## config.mk

```make
export PLATFORM = sky130hd
export DESIGN_NAME = serial_mode_enable_ctrl
export DESIGN_NICKNAME = d
export VERILOG_FILES = /design/src/hw/serial_mode_pkg.sv /design/src/hw/clk_divider.sv /design/src/hw/serial_mode_enable_ctrl.sv /design/src/hw/sync2.sv
export VERILOG_INCLUDE_DIRS = /design/src /design/src/hw
export SDC_FILE = /design/constraint.sdc
export NUM_CORES = 1
export LEC_CHECK = 0
export ABC_AREA = 1
export BUFFER_PORTS_ARGS = -buffer_cell sky130_fd_sc_hd__buf_4
export CAP_MARGIN = 20
export CORE_ASPECT_RATIO = 1.75
export CORE_MARGIN = 3
export CORE_UTILIZATION = 45
export CTS_BUF_LIST = sky130_fd_sc_hd__clkbuf_4 sky130_fd_sc_hd__clkbuf_8
export CTS_CLUSTER_DIAMETER = 30
export CTS_CLUSTER_SIZE = 25
export DETAILED_ROUTE_END_ITERATION = 6
export PLACE_DENSITY = 0.65
export SLEW_MARGIN = 10
export SYNTH_ARGS = -nofsm -noshare
export SYNTH_HDL_FRONTEND = slang
export SYNTH_SLANG_ARGS = --single-unit
```

## constraint.sdc

```tcl
create_clock -name i_clock -period 2.1 [get_ports i_clock]
set_input_delay 0.63 -clock i_clock [delete_from_list [all_inputs] [get_ports i_clock]]
set_output_delay 0.63 -clock i_clock [all_outputs]
set_load 0.02 [all_outputs]
```

## src/hw/serial_mode_consts.svh

```systemverilog
`ifndef SERIAL_MODE_CONSTS_SVH
`define SERIAL_MODE_CONSTS_SVH
// Contract
// - Mode 000, 001 and 010 make the block an SPI master clocking at the system clock over 4, 16 or 64.
// - Mode 011 makes it an SPI master whose serial clock is the subsidiary clock itself.
// - Mode 100 makes it an SPI master whose serial clock is half the timer-zero match rate.
// - Mode 110 selects two-wire slave operation and 111 has no interface function.
// - Bit 4 of the mode and enable register is not implemented and always reads zero.
// - The debounce selection acts only in two-wire mode and has no effect in SPI modes.
// - With the enable bit at 0 all serial lines are released and the block rests; 1 enables it.
// - In SPI configuration a rising enable leaves the SPI control register unchanged.
// - In two-wire configuration a rising enable leaves the direction and ack-to-send bits unchanged.
// - In two-wire configuration a rising enable returns the five two-wire flags to their defaults.
// - An SPI slave whose select rises before the byte ends sets slave-incomplete with transfer-complete.

// Register offsets on the plain register port.
`define OFS_CTRL       4'h0
`define OFS_SPI_CTL    4'h1
`define OFS_TW_CTL     4'h2
`define OFS_TW_STAT    4'h3
`define OFS_IRQ_STAT   4'h4
`define OFS_IRQ_MASK   4'h5

// Field positions.
`define CTRL_MODE_HI   7
`define CTRL_MODE_LO   5
`define CTRL_DEB_HI    3
`define CTRL_DEB_LO    2
`define CTRL_EN        1
`define CTRL_ICF       0
`define SPI_CKPOL      5
`define SPI_CKEG       4
`define SPI_SELECT_PIN_ENABLE       2
`define SPI_TRF        0
`define IRQ_TRF        0
`define IRQ_ICF        1
`define IRQ_BYTE       2

// Reset values and defaults.
`define CTRL_RST       8'hE0
`define SPI_CTL_RST    8'h00
`define TW_CTL_RST     2'h0
`define TW_FLAGS_DEF   5'h01

// Mode codes.
`define MODE_DIV4      3'h0
`define MODE_DIV16     3'h1
`define MODE_DIV64     3'h2
`define MODE_SUB       3'h3
`define MODE_TMR       3'h4
`define MODE_SLAVE     3'h5
`define MODE_TWI       3'h6

// Half periods of the divided master clocks, and the bit count at the last bit of a transfer.
`define HALF_DIV4      6'h02
`define HALF_DIV16     6'h08
`define HALF_DIV64     6'h20
`define SPI_LAST_BIT   3'h7
`endif

```

## src/hw/serial_mode_pkg.sv

```systemverilog
package serial_mode_pkg;
  typedef logic [7:0] byte_t;
  typedef struct packed {
    logic byte_done;
    logic address_match;
    logic bus_busy;
    logic read_write_request;
    logic received_ack;
  } tw_flags_s;
  typedef struct packed {
    logic done;
    logic incomplete;
  } slave_evt_s;
  typedef enum logic {ST_IDLE, ST_SHIFT} slave_state_e;
endpackage : serial_mode_pkg

```

## src/hw/clk_divider.sv

```systemverilog
module clk_divider #(
  parameter int CW = 6
) (
  input  wire logic          i_clock,
  input  wire logic          i_reset_n,
  input  wire logic          i_enable,
  input  wire logic [CW-1:0] i_half,
  output logic               o_level
);
  logic [CW-1:0] cnt_reg;
  logic [CW-1:0] cnt_next;
  logic          lvl_reg;
  logic          lvl_next;

  // The level flips every i_half cycles; stopped, it rests low from count zero.
  always_comb
  begin
    cnt_next = cnt_reg;
    lvl_next = lvl_reg;
    if (!i_enable)
    begin
      cnt_next = '0;
      lvl_next = 1'b0;
    end
    else if (cnt_reg >= i_half - CW'(1))
    begin
      cnt_next = '0;
      lvl_next = ~lvl_reg;
    end
    else
    begin
      cnt_next = cnt_reg + CW'(1);
    end
  end

  always_ff @(posedge i_clock or negedge i_reset_n)
  begin
    if (!i_reset_n)
    begin
      cnt_reg <= '0;
      lvl_reg <= 1'b0;
    end
    else
    begin
      cnt_reg <= cnt_next;
      lvl_reg <= lvl_next;
    end
  end
  assign o_level = lvl_reg;
endmodule : clk_divider

```

## src/hw/serial_mode_enable_ctrl.sv

```systemverilog
// Design decisions made here: the strobed register port and the placing of the registers.
`include "serial_mode_consts.svh"

module serial_mode_enable_ctrl
  import serial_mode_pkg::*;
(
  input  wire logic      i_clock,
  input  wire logic      i_reset_n,
  input  wire logic [3:0] i_addr,
  input  wire byte_t     i_wdata,
  input  wire logic      i_wr,
  input  wire logic      i_rd,
  output byte_t          o_rdata,
  input  wire logic      i_sck_in,
  input  wire logic      i_scs_n_in,
  input  wire logic      i_sub_clock,
  input  wire logic      i_timer_match,
  input  wire tw_flags_s i_tw_set,
  output logic           o_sck_out,
  output logic           o_sck_oe,
  output logic           o_sdo_oe,
  output logic           o_twi_active,
  output logic [1:0]     o_debounce_sel,
  output logic [1:0]     o_tw_ctl,
  output logic           o_irq
);
  logic [2:0]   mode_reg, mode_next;
  logic [1:0]   deb_reg, deb_next;
  logic         en_reg, en_next;
  logic         icf_reg, icf_next;
  logic         en_prev_reg;
  byte_t        spi_reg, spi_next;
  logic [1:0]   twc_reg, twc_next;
  tw_flags_s    twf_reg, twf_next;
  logic [2:0]   ist_reg, ist_next;
  logic [2:0]   imask_reg, imask_next;
  byte_t        rdata_reg, rdata_next;
  logic         en_rise;
  logic         is_master;
  logic         sck_s, scs_n_s, sub_s, tmr_s;
  logic         sck_prev_reg, scs_prev_reg, tmr_prev_reg;
  slave_state_e st_reg, st_next;
  logic [2:0]   cnt_reg, cnt_next;
  slave_evt_s   evt_reg, evt_next;
  logic         slave_on, slave_sel, act_edge;
  logic         tmr_half_reg, tmr_half_next;
  logic         div_en, div_level;
  logic [5:0]   div_half;
  logic         sck_out_reg, sck_out_next;

  // Pin inputs from the far side cross into the system clock here.
  sync2 #(.W(4)) u_sync (
    .i_clock   (i_clock),
    .i_reset_n (i_reset_n),
    .i_d       ({i_sck_in, i_scs_n_in, i_sub_clock, i_timer_match}),
    .o_q       ({sck_s, scs_n_s, sub_s, tmr_s})
  );

  // Modes 000 to 100 are all master modes; slave mode drives no clock.
  assign is_master = en_reg && (mode_reg <= `MODE_TMR);
  assign en_rise   = en_reg && !en_prev_reg;

  // Register file: software writes first, hardware sets after, so a set beats a clear.
  always_comb
  begin
    mode_next  = mode_reg;
    deb_next   = deb_reg;
    en_next    = en_reg;
    icf_next   = icf_reg;
    spi_next   = spi_reg;
    twc_next   = twc_reg;
    twf_next   = twf_reg;
    ist_next   = ist_reg;
    imask_next = imask_reg;
    rdata_next = 8'h00;
    if (i_wr)
    begin
      case (i_addr)
        `OFS_CTRL:
        begin
          mode_next = i_wdata[`CTRL_MODE_HI:`CTRL_MODE_LO];
          deb_next  = i_wdata[`CTRL_DEB_HI:`CTRL_DEB_LO];
          en_next   = i_wdata[`CTRL_EN];
          icf_next  = i_wdata[`CTRL_ICF];
        end
        `OFS_SPI_CTL:  spi_next   = i_wdata;
        `OFS_TW_CTL:   twc_next   = i_wdata[1:0];
        `OFS_TW_STAT:  twf_next   = twf_reg & ~tw_flags_s'(i_wdata[4:0]);
        `OFS_IRQ_STAT: ist_next   = ist_reg & ~i_wdata[2:0];
        `OFS_IRQ_MASK: imask_next = i_wdata[2:0];
        default:       ;
      endcase
    end
    // Slave byte end and early select release both raise transfer-complete.
    if (evt_reg.done || evt_reg.incomplete)
    begin
      spi_next[`SPI_TRF]  = 1'b1;
      ist_next[`IRQ_TRF]  = 1'b1;
    end
    if (evt_reg.incomplete)
    begin
      icf_next            = 1'b1;
      ist_next[`IRQ_ICF]  = 1'b1;
    end
    twf_next = twf_next | i_tw_set;
    if (i_tw_set.byte_done)
    begin
      ist_next[`IRQ_BYTE] = 1'b1;
    end
    // The engine is idle at the moment of enabling, so forcing defaults wins here.
    if (en_rise && mode_reg == `MODE_TWI)
    begin
      twf_next = tw_flags_s'(`TW_FLAGS_DEF);
    end
    // The SPI and two-wire control bits are deliberately left alone on enable.
    if (i_rd)
    begin
      case (i_addr)
        `OFS_CTRL:     rdata_next = {mode_reg, 1'b0, deb_reg, en_reg, icf_reg};
        `OFS_SPI_CTL:  rdata_next = spi_reg;
        `OFS_TW_CTL:   rdata_next = {6'h00, twc_reg};
        `OFS_TW_STAT:  rdata_next = {3'h0, twf_reg};
        `OFS_IRQ_STAT: rdata_next = {5'h00, ist_reg};
        `OFS_IRQ_MASK: rdata_next = {5'h00, imask_reg};
        default:       rdata_next = 8'h00;
      endcase
    end
  end

  always_ff @(posedge i_clock or negedge i_reset_n)
  begin
    if (!i_reset_n)
    begin
      mode_reg    <= 3'(`CTRL_RST >> `CTRL_MODE_LO);
      deb_reg     <= 2'h0;
      en_reg      <= 1'b0;
      icf_reg     <= 1'b0;
      en_prev_reg <= 1'b0;
      spi_reg     <= `SPI_CTL_RST;
      twc_reg     <= `TW_CTL_RST;
      twf_reg     <= tw_flags_s'(`TW_FLAGS_DEF);
      ist_reg     <= 3'h0;
      imask_reg   <= 3'h0;
      rdata_reg   <= 8'h00;
    end
    else
    begin
      mode_reg    <= mode_next;
      deb_reg     <= deb_next;
      en_reg      <= en_next;
      icf_reg     <= icf_next;
      en_prev_reg <= en_reg;
      spi_reg     <= spi_next;
      twc_reg     <= twc_next;
      twf_reg     <= twf_next;
      ist_reg     <= ist_next;
      imask_reg   <= imask_next;
      rdata_reg   <= rdata_next;
    end
  end

  // Slave byte tracking; the active edge is rising when polarity and edge bits agree.
  assign slave_on  = en_reg && mode_reg == `MODE_SLAVE;
  assign slave_sel = spi_reg[`SPI_SELECT_PIN_ENABLE] ? !scs_n_s : 1'b1;
  assign act_edge  = (sck_s != sck_prev_reg) &&
                     (sck_s == (spi_reg[`SPI_CKPOL] == spi_reg[`SPI_CKEG]));

  always_comb
  begin
    st_next  = st_reg;
    cnt_next = cnt_reg;
    evt_next = '0;
    if (!slave_on)
    begin
      st_next  = ST_IDLE;
      cnt_next = 3'h0;
    end
    else
    begin
      case (st_reg)
        ST_IDLE:
        begin
          if (slave_sel && act_edge)
          begin
            st_next  = ST_SHIFT;
            cnt_next = 3'h1;
          end
        end
        ST_SHIFT:
        begin
          if (spi_reg[`SPI_SELECT_PIN_ENABLE] && scs_n_s && !scs_prev_reg)
          begin
            evt_next.incomplete = 1'b1;
            st_next             = ST_IDLE;
            cnt_next            = 3'h0;
          end
          else if (slave_sel && act_edge)
          begin
            if (cnt_reg == `SPI_LAST_BIT)
            begin
              evt_next.done = 1'b1;
              st_next       = ST_IDLE;
              cnt_next      = 3'h0;
            end
            else
            begin
              cnt_next = cnt_reg + 3'h1;
            end
          end
        end
        default:
        begin
          st_next  = ST_IDLE;
          cnt_next = 3'h0;
        end
      endcase
    end
  end

  always_ff @(posedge i_clock or negedge i_reset_n)
  begin
    if (!i_reset_n)
    begin
      st_reg       <= ST_IDLE;
      cnt_reg      <= 3'h0;
      evt_reg      <= '0;
      sck_prev_reg <= 1'b0;
      scs_prev_reg <= 1'b0;
    end
    else
    begin
      st_reg       <= st_next;
      cnt_reg      <= cnt_next;
      evt_reg      <= evt_next;
      sck_prev_reg <= sck_s;
      scs_prev_reg <= scs_n_s;
    end
  end

  // Master clock sources. The divider only runs in the three divided modes.
  assign div_en   = en_reg && (mode_reg <= `MODE_DIV64);
  assign div_half = (mode_reg == `MODE_DIV4)  ? `HALF_DIV4 :
                    (mode_reg == `MODE_DIV16) ? `HALF_DIV16 : `HALF_DIV64;

  clk_divider #(.CW(6)) u_div (
    .i_clock   (i_clock),
    .i_reset_n (i_reset_n),
    .i_enable  (div_en),
    .i_half    (div_half),
    .o_level   (div_level)
  );

  // Each timer match flips the level, which halves the match rate.
  always_comb
  begin
    tmr_half_next = tmr_half_reg;
    if (!(en_reg && mode_reg == `MODE_TMR))
    begin
      tmr_half_next = 1'b0;
    end
    else if (tmr_s && !tmr_prev_reg)
    begin
      tmr_half_next = ~tmr_half_reg;
    end
    case (mode_reg)
      `MODE_DIV4, `MODE_DIV16, `MODE_DIV64: sck_out_next = div_level;
      `MODE_SUB:                            sck_out_next = sub_s;
      `MODE_TMR:                            sck_out_next = tmr_half_reg;
      default:                              sck_out_next = 1'b0;
    endcase
    if (!en_reg)
    begin
      sck_out_next = 1'b0;
    end
  end

  always_ff @(posedge i_clock or negedge i_reset_n)
  begin
    if (!i_reset_n)
    begin
      tmr_half_reg <= 1'b0;
      tmr_prev_reg <= 1'b0;
      sck_out_reg  <= 1'b0;
    end
    else
    begin
      tmr_half_reg <= tmr_half_next;
      tmr_prev_reg <= tmr_s;
      sck_out_reg  <= sck_out_next;
    end
  end

  // Pin roles: nothing is driven while disabled, and 111 drives nothing at all.
  assign o_sck_out      = sck_out_reg;
  assign o_sck_oe       = is_master;
  assign o_sdo_oe       = is_master || (slave_on && slave_sel);
  assign o_twi_active   = en_reg && mode_reg == `MODE_TWI;
  assign o_debounce_sel = o_twi_active ? deb_reg : 2'h0;
  assign o_tw_ctl       = twc_reg;
  assign o_rdata        = rdata_reg;
  assign o_irq          = |(ist_reg & imask_reg);
endmodule : serial_mode_enable_ctrl

```

## src/hw/sync2.sv

```systemverilog
module sync2 #(
  parameter int W = 1
) (
  input  wire logic         i_clock,
  input  wire logic         i_reset_n,
  input  wire logic [W-1:0] i_d,
  output logic      [W-1:0] o_q
);
  logic [W-1:0] meta_reg;
  logic [W-1:0] q_reg;

  // Two stages; only the second stage is visible outside.
  always_ff @(posedge i_clock or negedge i_reset_n)
  begin
    if (!i_reset_n)
    begin
      meta_reg <= '0;
      q_reg    <= '0;
    end
    else
    begin
      meta_reg <= i_d;
      q_reg    <= meta_reg;
    end
  end
  assign o_q = q_reg;
endmodule : sync2
```

==> results.tsv <==
stage	metric	value	unit
power_and_ir_drop	power	3.06	mW
logic_synthesis	synthMuxAreaShare	0	
power_and_ir_drop	switching_share	0.297	
sta	clock_skew	9.03	ps
clock_tree	clk_pin_slew	70	ps
worst_setup_path	cp.arrival	1450	ps
power_and_ir_drop	power_frac_comb	0.189	
logic_synthesis	netlist.top_cell.by_area	dfrtp_1	
sta	rsz0062_at_grt	yes	
placed_design	gp_congestion	0.845	
clock_tree	cts_buffers	9	
power_and_ir_drop	clock_power_share	0.333	
sta	period_share	0.992	
clock_tree	cts_tree	done	
sta	hold_viol	0	
clock_tree	cts_hold_buf	0	
routing	drtPass1Iterations	4	
worst_setup_path	path_class	reg -> out	
routing	viasPerCell	4.89	
power_and_ir_drop	sequentialPowerShare	0.478	
clock_tree	insertion_delay	340	ps
layout	final_cells	478	
layout	post-route-cell-area	3570	um^2
layout	seq_area	1580	um^2
placed_design	numPlacedInstances	460	
routing	route.detailed.drc	0	
die	io_pins	42	
global_routing	grtUsageTotal	0.187	
worst_setup_path	end_kind	output pin	
logic_synthesis	synth_nets	371	
logic_synthesis	synth_cells	340	
die	fp.dieH	112	um
logic_synthesis	synth_top_flop_cell	dfrtp_1	
routing	drtAntennaViolNets	0	
power_and_ir_drop	power.density	856	nW/um^2
global_routing	antenna_found_initial	0	
layout	fillers	566	
logic_synthesis	synth_cell_types	30	
run_status	status	completed	
logic_synthesis	synth_top_family_by_area	simple AND/OR/NAND/NOR gates	
logic_synthesis	synth_common_cells	97 x nand2_1, 59 x dfrtp_1, 38 x inv_1, 37 x nor2_1, 25 x nand3_1	
clock_tree	cts_root_buf	clkbuf_8	
die	num_rows	38	
clock_tree	cts_sinks	63	
clock_tree	h-tree-depth	3	
logic_synthesis	ys_ff_latch	63	
die	fp.dieW	66.7	um
logic_synthesis	synth-seq-area-share	0.545	
layout	multi_input_area	1170	um^2
clock_tree	ctsLongestPathBuffers	2	
placed_design	placed_area	3300	um^2
logic_synthesis	async_reset_ff_frac	1.00	
placed_design	hpwl	4580	um
worst_setup_path	crit_path_start_kind	flop	
logic_synthesis	yosys.cell_count.top_type	nand2_1	
sta	setup_viol	0	
routing	drt_iter0_markers	141	
sta	fin_tns_setup	0	ps
power_and_ir_drop	power.leakage	1.80	nW
hold_path	hold_path_class	reg -> reg	
job	drv_cap	0	
die	design.core.area	6230	um^2
global_routing	grt_pass1_vias	2257	
routing	wl	6300	um
global_routing	grt_pass1_wl	10400	um
logic_synthesis	yosys.area_share.adder	0.0259	
sta	worst_slew_pin_slew	795	ps
global_routing	grt_overflow	0	
sta	maxSlewViolCount	0	
sta	slew_headroom	0.470	
logic_synthesis	synth_compound_area_frac	0.0850	
power_and_ir_drop	p_int	2.15	mW
placed_design	port_buffers	41	
layout	areaGrowthSynthToFinish	23.2	%
logic_synthesis	yosysTopAreaCellShare	0.509	
worst_setup_path	critical_path.max_fanout	6	
routing	wl_per_cell	13.2	um
logic_synthesis	syn_area_per_cell	8.53	um^2
die	dieArea	7490	um^2
logic_synthesis	synthSimpleGateAreaFrac	0.263	
layout	final_nets	425	
sta	post-route-min-period	2080	ps
layout	antenna_cells	0	
sta	fmaxAchievable	480	MHz
worst_setup_path	crit_required	1470	ps
global_routing	grt_max_degree	64	
routing	vias	2338	
layout	drive_gt1_frac	0.224	
logic_synthesis	synthesis.area	2900	um^2
die	initial_core_util	0.466	
logic_synthesis	synth-edff-count	0	
logic_synthesis	synthTopCellsByArea	dfrtp_1 51%, nand2_1 13%, inv_1 4.9%	
logic_synthesis	synth_xor_area_frac	0.0151	
logic_synthesis	synth_warnings	0	
power_and_ir_drop	vdd.ir_drop.worst	0.000650	V
power_and_ir_drop	switchingPower	0.909	mW
[critical path: stages, from the launching register on]
cell	delay [ps]
dfstp_2	620
buf_12	130
nand3_4	100
nor2_2	130
buf_6	120
[metrics by stage]
stage,setup slack [ps],util,hold slack [ps]
floorplan,376,-,331
global placement,320,0.530,333
detailed placement,327,0.530,336
CTS,-4.69,0.564,345
global route,-40.2,0.574,359
finish,16.4,0.574,343
[final cells by class]
cell class	count	area share
timing repair buffer	46	0.103
inverter	43	0.0459
multi-input combinational	231	0.328
sequential	63	0.443
clock inverter	4	0.0133
clock buffer	11	0.0389
tap	80	0.0280
[cells by family after synthesis]
group,count (synthesis)
compound gates,45
xor+xnor,5
fa+ha+maj,6
buf+inv,46
flops,63
other cells,1
simple gates,174
[power by group through the flow]
stage / Clock [mW] / Sequential, mW / Combinational (mW)
final: 1.02 / 1.46 / 0.578
after global routing: 1.11 / 1.48 / 0.651
after CTS: 1.06 / 1.45 / 0.542
after detailed placement: 0 / 1.48 / 0.521
after global placement: 0 / 1.47 / 0.514
after floorplan: 0 / 1.47 / 0.308
[per-layer routing]
metal | track usage | part of all wire
met5 | 0 | 0
met4 | 0.110 | 0.035
met3 | 0.0440 | 0.043
met2 | 0.313 | 0.54
met1 | 0.209 | 0.39
[final timing paths]
path                       slack (ps)          startpoint  depth (start not counted)                 to
hold reg to reg                   340  u_sync.meta_reg[2]                          0      u_sync.o_q[2]
setup / recovery                   20         mode_reg[1]                          4  o_debounce_sel[1]
max in group asynchronous        1210           i_reset_n                          1          o_sck_out
setup reg to reg                  300         mode_reg[2]                          9      u_div.o_level
min in group asynchronous         370           i_reset_n                          1        o_tw_ctl[0]
hold / removal                    340  u_sync.meta_reg[2]                          0      u_sync.o_q[2]
[cells in the final DEF (no fill, tap or decap), types with 2 or more instances in the layout]
cell type	Yosys	routed
o31ai_1	3	3
o21ai_0	22	21
o211ai_1	2	2
nand3_1	25	24
clkbuf_8	0	9
o21ai_1	3	3
buf_6	1	3
clkbuf_4	0	2
ha_1	6	6
inv_1	38	36
nand2_4	1	2
clkinv_2	0	2
nand2_1	97	96
dfstp_2	4	4
nor2_1	37	35
o21ai_2	2	3
nor2_2	1	2
nor3_1	2	2
dfrtp_1	59	59
nor2_4	4	5
buf_4	2	42
nand4_1	2	2
xor2_1	4	4
a21oi_1	12	12
inv_2	5	6
[repair_timing]
action                     4_1_cts  5_1_grt
hold endpoints to repair         0        0
pin swaps                        2        4
resized for setup                4       12
setup endpoints to repair        4        4
buffers inserted                 2        1
Power figures use the tool's default switching activity.
